==> src/pkg/adc_seq_pkg.sv <==
// constants, register map and carrier types for the sar converter sequencer
// assumes a 32-bit avalon-mm slave port with byte addressing
package adc_seq_pkg;

  // sizes
  localparam int RES_W = 10;
  localparam int CH_W = 4;
  localparam int NUM_CH = 16;
  localparam int ADDR_W = 6;
  localparam int CNT_W = 8;

  // register byte offsets
  localparam logic [ADDR_W-1:0] OFS_CTRL = 6'h00;
  localparam logic [ADDR_W-1:0] OFS_TIMING = 6'h04;
  localparam logic [ADDR_W-1:0] OFS_RESULT = 6'h08;
  localparam logic [ADDR_W-1:0] OFS_STATUS = 6'h0C;
  localparam logic [ADDR_W-1:0] OFS_INJECT = 6'h10;
  localparam logic [ADDR_W-1:0] OFS_DIDIS = 6'h14;
  localparam logic [ADDR_W-1:0] OFS_PORT = 6'h18;
  localparam logic [ADDR_W-1:0] OFS_IRQ_STAT = 6'h1C;
  localparam logic [ADDR_W-1:0] OFS_IRQ_MASK = 6'h20;

  // control register fields
  localparam int CTRL_START = 0;
  localparam int CTRL_STOP = 1;
  localparam int CTRL_MODE_LO = 2;
  localparam int CTRL_RES8 = 4;
  localparam int CTRL_PROTECT = 5;
  localparam int CTRL_TSEL = 6;
  localparam int CTRL_CH_LO = 8;
  // result register fields
  localparam int RES_CH_LO = 12;
  localparam int RES_UNREAD = 16;
  // interrupt status bits
  localparam int IRQ_DONE = 0;
  localparam int IRQ_OVR = 1;
  localparam int IRQ_INJ = 2;
  localparam int IRQ_W = 3;

  // reset values
  localparam logic [31:0] TIMING_RST = 32'h0F07_0301;
  localparam logic [7:0] CTRL_RST = 8'h00;

  // fixed phase counter loads, one core clock cycle short of the phase length, and sar bit positions
  localparam logic [CNT_W-1:0] WAKE_CYCLES = 8'h07;
  localparam logic [CNT_W-1:0] CAL_CYCLES = 8'h03;
  localparam logic [3:0] LSB_10 = 4'h0;
  localparam logic [3:0] LSB_8 = 4'h2;
  localparam logic [3:0] MSB = 4'h9;

  typedef enum logic [1:0] {
    MODE_SINGLE = 2'h0,
    MODE_SINGLE_CONT = 2'h1,
    MODE_SCAN = 2'h2,
    MODE_SCAN_CONT = 2'h3
  } mode_type;

  typedef enum logic [6:0] {
    ST_IDLE = 7'h01,
    ST_WAKE = 7'h02,
    ST_HOLD = 7'h04,
    ST_SAMPLE = 7'h08,
    ST_CONV = 7'h10,
    ST_CAL = 7'h20,
    ST_STORE = 7'h40
  } state_type;

  // drive bundle towards the analog front end
  typedef struct packed {
    logic power_on;
    logic track;
    logic cal;
    logic [3:0] cal_step;
    logic [CH_W-1:0] channel;
    logic [RES_W-1:0] dac;
  } afe_ctrl_type;

  typedef struct packed {
    logic [CH_W-1:0] channel;
    logic [RES_W-1:0] data;
  } result_type;

endpackage

==> src/hw/sar_adc_sequencer.sv <==
// sequencer for a 10-bit successive approximation converter, 16 channels
// assumes a sample-and-hold, dac and comparator outside; comp_in is
// synchronous to core_clk and high while the input is at or above dac
//
// Contract
// - 10-bit sar result from 16 multiplexed channels
// - programmable sample and conversion time, two sets
// - 8-bit option with fewer conversion steps
// - overrun detect flags unread result overwritten
// - overrun protect holds conversion until read
// - unused analog pins readable as digital inputs
// - single mode converts selected channel once
// - single continuous repeats channel without software
// - auto scan converts channel range once
// - scan continuous repeats range until stopped
// - injected conversion keeps sequence position and result
// - each sequence result raises event controller transfer request; injected results do not
// - calibration embedded in every conversion, after reset
// - per-pin digital input disable control
// - auto power-down when idle, wake on start
`timescale 1ns/1ns
`default_nettype none

module sar_adc_sequencer
(
  // clock and reset
  input wire logic core_clk,
  input wire logic rst_n,
  // avalon-mm slave
  input wire logic [adc_seq_pkg::ADDR_W-1:0] avs_address,
  input wire logic avs_read,
  input wire logic avs_write,
  input wire logic [31:0] avs_writedata,
  output logic [31:0] avs_readdata,
  output logic avs_waitrequest,
  // interrupt
  output logic irq,
  // event controller transfer
  output logic xfer_req,
  output adc_seq_pkg::result_type xfer_data,
  input wire logic xfer_ack,
  // analog front end
  output adc_seq_pkg::afe_ctrl_type afe,
  input wire logic comp_in,
  // port pins
  input wire logic [adc_seq_pkg::NUM_CH-1:0] pin_in,
  output logic [adc_seq_pkg::NUM_CH-1:0] digital_input_disable
);
  import adc_seq_pkg::*;

  logic rst_sync1_ff;
  logic rst_n_sync;
  state_type state_ff;
  logic resp_ff;
  logic [31:0] rd_val;
  logic go;
  logic wr_go;
  logic rd_go;
  logic [7:0] ctrl_ff;
  logic [31:0] timing_ff;
  logic [NUM_CH-1:0] analog_pin_digital_input_disable_ff;
  result_type conversion_result_reg_ff;
  result_type inj_result_ff;
  logic unread_ff;
  logic run_ff;
  logic inj_pend_ff;
  logic [CH_W-1:0] inj_ch_ff;
  logic cur_inj_ff;
  logic init_cal_ff;
  logic [CH_W-1:0] seq_ch_ff;
  logic [CNT_W-1:0] cnt_ff;
  logic [RES_W-1:0] sar_ff;
  logic [3:0] bit_ff;
  logic [3:0] cal_step_ff;
  logic [IRQ_W-1:0] irq_stat_ff;
  logic [IRQ_W-1:0] irq_mask_ff;
  logic [IRQ_W-1:0] irq_ev;
  logic tick;
  logic start_wr;
  logic stop_wr;
  logic inj_wr;
  logic rd_result;
  logic store_main;
  logic store_inj;
  logic seq_end;
  logic [3:0] lsb;
  logic [CNT_W-1:0] sample_len;
  logic [CNT_W-1:0] bit_len;
  logic [CH_W-1:0] ctrl_ch_ff;
  mode_type mode;

  // reset release through two flops
  always_ff @(posedge core_clk or negedge rst_n)
  begin
    if (!rst_n)
    begin
      rst_sync1_ff <= 1'b0;
      rst_n_sync <= 1'b0;
    end
    else
    begin
      rst_sync1_ff <= 1'b1;
      rst_n_sync <= rst_sync1_ff;
    end
  end

  // bus: one wait cycle, access lands on the edge waitrequest is low
  assign avs_waitrequest = (avs_read | avs_write) & ~resp_ff;
  assign go = (avs_read | avs_write) & resp_ff;
  assign wr_go = go & avs_write;
  assign rd_go = go & avs_read;

  always_ff @(posedge core_clk or negedge rst_n_sync)
  begin
    if (!rst_n_sync)
      resp_ff <= 1'b0;
    else
      resp_ff <= (avs_read | avs_write) & ~resp_ff;
  end

  assign mode = mode_type'(ctrl_ff[CTRL_MODE_LO +: 2]);
  assign start_wr = wr_go && avs_address == OFS_CTRL && avs_writedata[CTRL_START];
  assign stop_wr = wr_go && avs_address == OFS_CTRL && avs_writedata[CTRL_STOP];
  assign inj_wr = wr_go && avs_address == OFS_INJECT;
  assign rd_result = rd_go && avs_address == OFS_RESULT;

  // read mux
  always_comb
  begin
    rd_val = 32'h0000_0000;
    unique case (avs_address)
      OFS_CTRL:
      begin
        rd_val[7:2] = ctrl_ff[7:2];
        rd_val[CTRL_CH_LO +: CH_W] = ctrl_ch_ff;
      end
      OFS_TIMING: rd_val = timing_ff;
      OFS_RESULT:
      begin
        rd_val[RES_W-1:0] = conversion_result_reg_ff.data;
        rd_val[RES_CH_LO +: CH_W] = conversion_result_reg_ff.channel;
        rd_val[RES_UNREAD] = unread_ff;
      end
      OFS_STATUS:
      begin
        rd_val[0] = (state_ff != ST_IDLE);
        rd_val[1] = afe.power_on;
        rd_val[2] = unread_ff;
        rd_val[3] = inj_pend_ff;
        rd_val[4] = run_ff;
        rd_val[CTRL_CH_LO +: CH_W] = seq_ch_ff;
      end
      OFS_INJECT:
      begin
        rd_val[RES_W-1:0] = inj_result_ff.data;
        rd_val[RES_CH_LO +: CH_W] = inj_result_ff.channel;
      end
      OFS_DIDIS: rd_val[NUM_CH-1:0] = analog_pin_digital_input_disable_ff;
      // disconnected pins read as zero
      OFS_PORT: rd_val[NUM_CH-1:0] = pin_in & ~analog_pin_digital_input_disable_ff;
      OFS_IRQ_STAT: rd_val[IRQ_W-1:0] = irq_stat_ff;
      OFS_IRQ_MASK: rd_val[IRQ_W-1:0] = irq_mask_ff;
      default: rd_val = 32'h0000_0000;
    endcase
  end

  always_ff @(posedge core_clk or negedge rst_n_sync)
  begin
    if (!rst_n_sync)
      avs_readdata <= 32'h0000_0000;
    else if ((avs_read & ~resp_ff) == 1'b1)
      avs_readdata <= rd_val;
  end

  // software configuration
  always_ff @(posedge core_clk or negedge rst_n_sync)
  begin
    if (!rst_n_sync)
    begin
      ctrl_ff <= CTRL_RST;
      ctrl_ch_ff <= '0;
      timing_ff <= TIMING_RST;
      analog_pin_digital_input_disable_ff <= '0;
      irq_mask_ff <= '0;
    end
    else if (wr_go)
    begin
      unique case (avs_address)
        OFS_CTRL:
        begin
          ctrl_ff <= {avs_writedata[7:2], 2'b00};
          ctrl_ch_ff <= avs_writedata[CTRL_CH_LO +: CH_W];
        end
        OFS_TIMING: timing_ff <= avs_writedata;
        OFS_DIDIS: analog_pin_digital_input_disable_ff <= avs_writedata[NUM_CH-1:0];
        OFS_IRQ_MASK: irq_mask_ff <= avs_writedata[IRQ_W-1:0];
        default:
        begin
        end
      endcase
    end
  end

  assign digital_input_disable = analog_pin_digital_input_disable_ff;

  // two timing sets, chosen by the control byte
  assign sample_len = ctrl_ff[CTRL_TSEL] ? timing_ff[23:16] : timing_ff[7:0];
  assign bit_len = ctrl_ff[CTRL_TSEL] ? timing_ff[31:24] : timing_ff[15:8];
  assign lsb = ctrl_ff[CTRL_RES8] ? LSB_8 : LSB_10;

  // phase divider: one-cycle tick when the loaded length has elapsed
  assign tick = (cnt_ff == '0);

  assign store_main = (state_ff == ST_STORE) && !cur_inj_ff && !init_cal_ff;
  assign store_inj = (state_ff == ST_STORE) && cur_inj_ff && !init_cal_ff;
  // last step of a non-continuous sequence
  assign seq_end = (mode == MODE_SINGLE) || (mode == MODE_SCAN && seq_ch_ff == '0);

  // conversion state machine
  always_ff @(posedge core_clk or negedge rst_n_sync)
  begin
    if (!rst_n_sync)
    begin
      state_ff <= ST_IDLE;
      cnt_ff <= '0;
      cur_inj_ff <= 1'b0;
      sar_ff <= '0;
      bit_ff <= MSB;
    end
    else
    begin
      unique case (state_ff)
        // converter stays unpowered here
        ST_IDLE:
        begin
          if (run_ff || inj_pend_ff || init_cal_ff)
          begin
            state_ff <= ST_WAKE;
            cnt_ff <= WAKE_CYCLES;
          end
        end
        ST_WAKE:
        begin
          if (tick)
            state_ff <= ST_HOLD;
          else
            cnt_ff <= cnt_ff - 1'b1;
        end
        ST_HOLD:
        begin
          if (init_cal_ff)
          begin
            state_ff <= ST_CAL;
            cnt_ff <= CAL_CYCLES;
          end
          else if (inj_pend_ff)
          begin
            // injection goes in between sequence steps
            state_ff <= ST_SAMPLE;
            cur_inj_ff <= 1'b1;
            cnt_ff <= sample_len;
          end
          else if (!run_ff)
            state_ff <= ST_IDLE;
          else if (!(ctrl_ff[CTRL_PROTECT] && unread_ff))
          begin
            state_ff <= ST_SAMPLE;
            cur_inj_ff <= 1'b0;
            cnt_ff <= sample_len;
          end
        end
        ST_SAMPLE:
        begin
          if (tick)
          begin
            state_ff <= ST_CONV;
            cnt_ff <= bit_len;
            bit_ff <= MSB;
            sar_ff <= RES_W'(1) << MSB;
          end
          else
            cnt_ff <= cnt_ff - 1'b1;
        end
        ST_CONV:
        begin
          if (tick)
          begin
            // keep the trial bit while the input stays at or above it
            sar_ff[bit_ff] <= comp_in;
            if (bit_ff == lsb)
            begin
              state_ff <= ST_CAL;
              cnt_ff <= CAL_CYCLES;
            end
            else
            begin
              sar_ff[bit_ff - 1'b1] <= 1'b1;
              bit_ff <= bit_ff - 1'b1;
              cnt_ff <= bit_len;
            end
          end
          else
            cnt_ff <= cnt_ff - 1'b1;
        end
        // fixed slot in every conversion so the rate never changes
        ST_CAL:
        begin
          if (tick)
            state_ff <= ST_STORE;
          else
            cnt_ff <= cnt_ff - 1'b1;
        end
        ST_STORE:
        begin
          state_ff <= ST_HOLD;
          cur_inj_ff <= 1'b0;
        end
      endcase
    end
  end

  // calibration counter and first calibration after reset
  always_ff @(posedge core_clk or negedge rst_n_sync)
  begin
    if (!rst_n_sync)
    begin
      init_cal_ff <= 1'b1;
      cal_step_ff <= '0;
    end
    else if (state_ff == ST_STORE)
    begin
      init_cal_ff <= 1'b0;
      cal_step_ff <= cal_step_ff + 1'b1;
    end
  end

  // sequence position: injected conversions leave it untouched
  always_ff @(posedge core_clk or negedge rst_n_sync)
  begin
    if (!rst_n_sync)
    begin
      run_ff <= 1'b0;
      seq_ch_ff <= '0;
    end
    else if (start_wr)
    begin
      run_ff <= 1'b1;
      seq_ch_ff <= avs_writedata[CTRL_CH_LO +: CH_W];
    end
    else if (stop_wr)
      run_ff <= 1'b0;
    else if (store_main)
    begin
      if (seq_end)
        run_ff <= 1'b0;
      else if (mode == MODE_SCAN || mode == MODE_SCAN_CONT)
      begin
        // scan walks down to channel 0; continuous scan then reloads
        if (seq_ch_ff == '0)
          seq_ch_ff <= ctrl_ch_ff;
        else
          seq_ch_ff <= seq_ch_ff - 1'b1;
      end
    end
  end

  // injection request
  always_ff @(posedge core_clk or negedge rst_n_sync)
  begin
    if (!rst_n_sync)
    begin
      inj_pend_ff <= 1'b0;
      inj_ch_ff <= '0;
    end
    else if (inj_wr)
    begin
      inj_pend_ff <= 1'b1;
      inj_ch_ff <= avs_writedata[CH_W-1:0];
    end
    else if (state_ff == ST_HOLD && !init_cal_ff && inj_pend_ff)
      inj_pend_ff <= 1'b0;
  end

  // result registers
  always_ff @(posedge core_clk or negedge rst_n_sync)
  begin
    if (!rst_n_sync)
    begin
      conversion_result_reg_ff <= '0;
      inj_result_ff <= '0;
    end
    else if (store_main)
    begin
      conversion_result_reg_ff.data <= sar_ff;
      conversion_result_reg_ff.channel <= seq_ch_ff;
    end
    else if (store_inj)
    begin
      inj_result_ff.data <= sar_ff;
      inj_result_ff.channel <= inj_ch_ff;
    end
  end

  // unread flag: a new result wins over a read in the same cycle
  always_ff @(posedge core_clk or negedge rst_n_sync)
  begin
    if (!rst_n_sync)
      unread_ff <= 1'b0;
    else if (store_main)
      unread_ff <= 1'b1;
    else if (rd_result || xfer_ack)
      unread_ff <= 1'b0;
  end

  assign xfer_req = unread_ff;
  assign xfer_data = conversion_result_reg_ff;

  // interrupt events
  assign irq_ev[IRQ_DONE] = store_main;
  assign irq_ev[IRQ_OVR] = store_main && unread_ff && !(rd_result || xfer_ack);
  assign irq_ev[IRQ_INJ] = store_inj;

  always_ff @(posedge core_clk or negedge rst_n_sync)
  begin
    if (!rst_n_sync)
      irq_stat_ff <= '0;
    else if (wr_go && avs_address == OFS_IRQ_STAT)
      irq_stat_ff <= (irq_stat_ff & ~avs_writedata[IRQ_W-1:0]) | irq_ev;
    else
      irq_stat_ff <= irq_stat_ff | irq_ev;
  end

  assign irq = |(irq_stat_ff & irq_mask_ff);

  // front end drive
  always_comb
  begin
    afe.power_on = (state_ff != ST_IDLE);
    afe.track = (state_ff == ST_SAMPLE);
    afe.cal = (state_ff == ST_CAL);
    afe.cal_step = cal_step_ff;
    afe.channel = cur_inj_ff ? inj_ch_ff : seq_ch_ff;
    afe.dac = sar_ff;
  end

endmodule

`default_nettype wire

==> config.mk <==
export PLATFORM = sky130hd
export DESIGN_NAME = sar_adc_sequencer
export DESIGN_NICKNAME = d
export VERILOG_FILES = /design/src/pkg/adc_seq_pkg.sv /design/src/hw/sar_adc_sequencer.sv
export SDC_FILE = /design/constraint.sdc
export NUM_CORES = 1
export LEC_CHECK = 0
export ABC_CLOCK_PERIOD_IN_PS = 13200
export BUFFER_PORTS_ARGS = -buffer_cell sky130_fd_sc_hd__buf_4
export CAP_MARGIN = 10
export CORE_MARGIN = 2
export CORE_UTILIZATION = 50
export DETAILED_ROUTE_END_ITERATION = 8
export PLACE_DENSITY = 0.72
export SKIP_LAST_GASP = 1
export SLEW_MARGIN = 20
export SYNTH_ARGS = -nofsm -noshare
export SYNTH_HDL_FRONTEND = slang
export SYNTH_SLANG_ARGS = --single-unit
export TNS_END_PERCENT = 100
==> constraint.sdc <==
create_clock -name core_clk -period 13.2 [get_ports core_clk]
set_input_delay 1.32 -clock core_clk [delete_from_list [all_inputs] [get_ports core_clk]]
set_output_delay 1.32 -clock core_clk [all_outputs]
set_load 0.005 [all_outputs]
==> flow_metrics.env <==
export IMPL_outcome="complete, no violations"
export IMPL_overflow=0
export IMPL_grt_setup_unrepaired="no"
export IMPL_finClkSkew_ns=0.0115
export IMPL_wl_per_cell_um=21.1
export IMPL_p_seq_share_pct=42.1
export IMPL_timing_fmax_mhz=281
export IMPL_grt_pass1_wl_mm=39.7
export IMPL_relSlewSlack_pct=25.7
export IMPL_cp_data_arrival_time_ns=3.88
export IMPL_period_share_pct=27.0
export IMPL_cts_tree="done"
export IMPL_r2r_cells=4
export IMPL_areaGrowthSynthToFinish_pct=21.0
export IMPL_gp_congestion=0.933
export IMPL_fin_area_um2=10800
export IMPL_crit_path_max_fanout=14
export IMPL_syn_nets=930
export IMPL_netlist_instances=862
export IMPL_layout_drive_gt1_share_pct=30.5
export IMPL_mostFrequentLayoutCells="dfrtp_1, buf_4, nand2_1"
export IMPL_yosysWarnings=0
export IMPL_clk_latency_ns=0.44
export IMPL_grt_max_degree=70
export IMPL_yosysSeqAreaShare_pct=48.9
export IMPL_pwr_share_comb_pct=21.6
export IMPL_drtIter0Drc=655
export IMPL_global_route_usage_met2_pct=42.8
export IMPL_hpwl_mm=18.6
export IMPL_slew_violations=0
export IMPL_ctsLongestPathBuffers=2
export IMPL_n_antenna_cell=0
export IMPL_vias_per_cell=6.10
export IMPL_period_minus_slack_ns=3.56
export IMPL_fin_util_pct=62.0
export IMPL_drv_cap=0
export IMPL_async_flop_share_pct=100
export IMPL_grt_use_met3_pct=5.04
export IMPL_num_vias=7459
export IMPL_drtAntennaViolNets=0
export IMPL_synth_area_um2=8890
export IMPL_crit_type="input pin to flop"
export IMPL_h_tree_depth=4
export IMPL_synth_avg_cell_area_um2=10.3
export IMPL_dieArea_um2=18900
export IMPL_p_per_area_nw_per_um2=140
export IMPL_die_w_um=137
export IMPL_io_pins=146
export IMPL_path_clk_slew_ns=0.07
export IMPL_initial_utilization_pct=51.2
export IMPL_p_int_mw=1.04
export IMPL_post_cts_resize_count=0
export IMPL_critPathCaptureType="flop"
export IMPL_p_sw_share_pct=31.2
export IMPL_critPathRequiredTime_ns=13.52
export IMPL_grt_pass1_vias=6978
export IMPL_whs_path_depth=0
export IMPL_startpoint_type="input pin"
export IMPL_hold_viol=0
export IMPL_ir_drop_mv=0.116
export IMPL_gr_max_usage_layer="met2"
export IMPL_cts_buffers=17
export IMPL_num_rows=48
export IMPL_setup_violations=0
export IMPL_placed_cell_area_um2=10100
export IMPL_antenna_found_initial=0
export IMPL_track_usage_pct=28.0
export IMPL_drt_wl_total_mm=25.8
export IMPL_clock_sinks=173
export IMPL_p_switching_mw=0.470
export IMPL_route_detailed_drc=0
export IMPL_final_common_cell="dfrtp_1"
export IMPL_synth_cell_types=73
export IMPL_firstDrtPassIters=6
export IMPL_grtUsageMet1_pct=41.3
export IMPL_ys_ff_latch=173
export IMPL_nNetsFinal=1053
export IMPL_core_um2=17400
export IMPL_cts_setup_buffers=0
export IMPL_power_share_clock_pct=36.2
export IMPL_portBuffers=145
export IMPL_synth_flop_cell="dfrtp_1"
export IMPL_worst_slew_pin_slew_ns=1.11
export IMPL_p_leak_nw=5.02
export IMPL_root_buffer="clkbuf_16"
export IMPL_fin_tns_setup_ns=0
export IMPL_hold_buffers=0
export IMPL_die_y_um=137
export IMPL_synth_edf_count=0
export IMPL_hp_class="flop to flop"
[critical path, stage by stage]
cell and delay, ns:
buf_4 0.13, or4b_2 0.76, nor3_2 0.87, nand3_1 0.41, mux2_2 0.38
[through the flow]
| step | setup slack [ns] | power, mW | hold slack, ns | cells |
|---|---|---|---|---|
| after floorplan | 8.05 | 0.862 | 0.331 | 862 |
| after global placement | 9.29 | 0.959 | 0.336 | 1191 |
| after detailed placement | 9.26 | 0.962 | 0.341 | 1191 |
| after CTS | 9.73 | 1.51 | 0.359 | 1223 |
| after global routing | 9.59 | 1.57 | 0.370 | 1223 |
| final | 9.64 | 1.51 | 0.356 | 1223 |
[registers in the layout, summed over array words and instances (netlist names), 3 cells and up]
| signal | count |
|---|---|
| avs_readdata | 32 |
| bit_ff | 4 |
| cal_step_ff | 4 |
| cnt_ff | 8 |
| ctrl_ch_ff | 4 |
| ctrl_ff | 6 |
| digital_input_disable | 16 |
| inj_ch_ff | 4 |
| inj_result_ff | 14 |
| irq_mask_ff | 3 |
| irq_stat_ff | 3 |
| sar_ff | 10 |
| seq_ch_ff | 4 |
| state_ff | 7 |
| timing_ff | 32 |
| xfer_data | 14 |
[synth_stat cells, types with 9 or more instances]
master | number | area [um^2]
nor2_1 | 46 | 173
buf_2 | 9 | 45.0
dfrtp_1 | 159 | 3980
dfstp_2 | 14 | 368
nor2b_1 | 11 | 68.8
a22oi_1 | 9 | 67.6
mux2i_1 | 24 | 240
a41oi_1 | 13 | 114
nand2_1 | 140 | 526
a22o_1 | 13 | 114
o21ai_0 | 41 | 205
inv_1 | 26 | 97.6
nand3b_1 | 13 | 97.6
clkbuf_1 | 30 | 113
nor3_1 | 19 | 95.1
mux2_2 | 85 | 957
nand3_1 | 29 | 145
a21oi_1 | 17 | 85.1
[power groups by stage]
stage	sequential [mW]	clock [mW]	combinational, mW
global route	0.641	0.571	0.356
detailed placement	0.643	0	0.320
floorplan	0.622	0	0.240
finish	0.635	0.545	0.326
global placement	0.642	0	0.317
CTS	0.633	0.551	0.322
[logic make-up after synthesis]
logic type	share of synthesized area, %
AOI/OAI and AO/OA	14.6
and+or+nand+nor	16.6
muxes	14.1
DFF	48.9
xor gates and xnor gates	1.08
other	0.0422
adders and majority gates	1.13
buffers and inverters	3.59
[layout make-up]
type                    count  area (um^2)
well taps                 225          282
clock buffers              19          443
inverters                  26         97.6
repair buffers            152         1140
fillers                  1442         6600
flip-flops and latches    173         4350
clock inverters            13          195
multi-input cells         615         4250
[per-layer routing]
layer,share of wire [%],wire length [um]
met5,0,0
met4,1.3,340
met3,7.5,1940
met2,47,12100
met1,44,11400
[path summary, 6_finish.rpt]
kind                       slack, ns          endpoint            from
setup / recovery                9.64      inj_ch_ff[3]  avs_address[5]
hold / removal                  0.36        rst_n_sync    rst_sync1_ff
setup reg to reg               10.21  inj_result_ff[7]     state_ff[3]
hold reg to reg                 0.36        rst_n_sync    rst_sync1_ff
max in group asynchronous      11.42       state_ff[3]      rst_n_sync
min in group asynchronous       0.40     xfer_data[11]      rst_n_sync
Power figures use the tool's default switching activity.
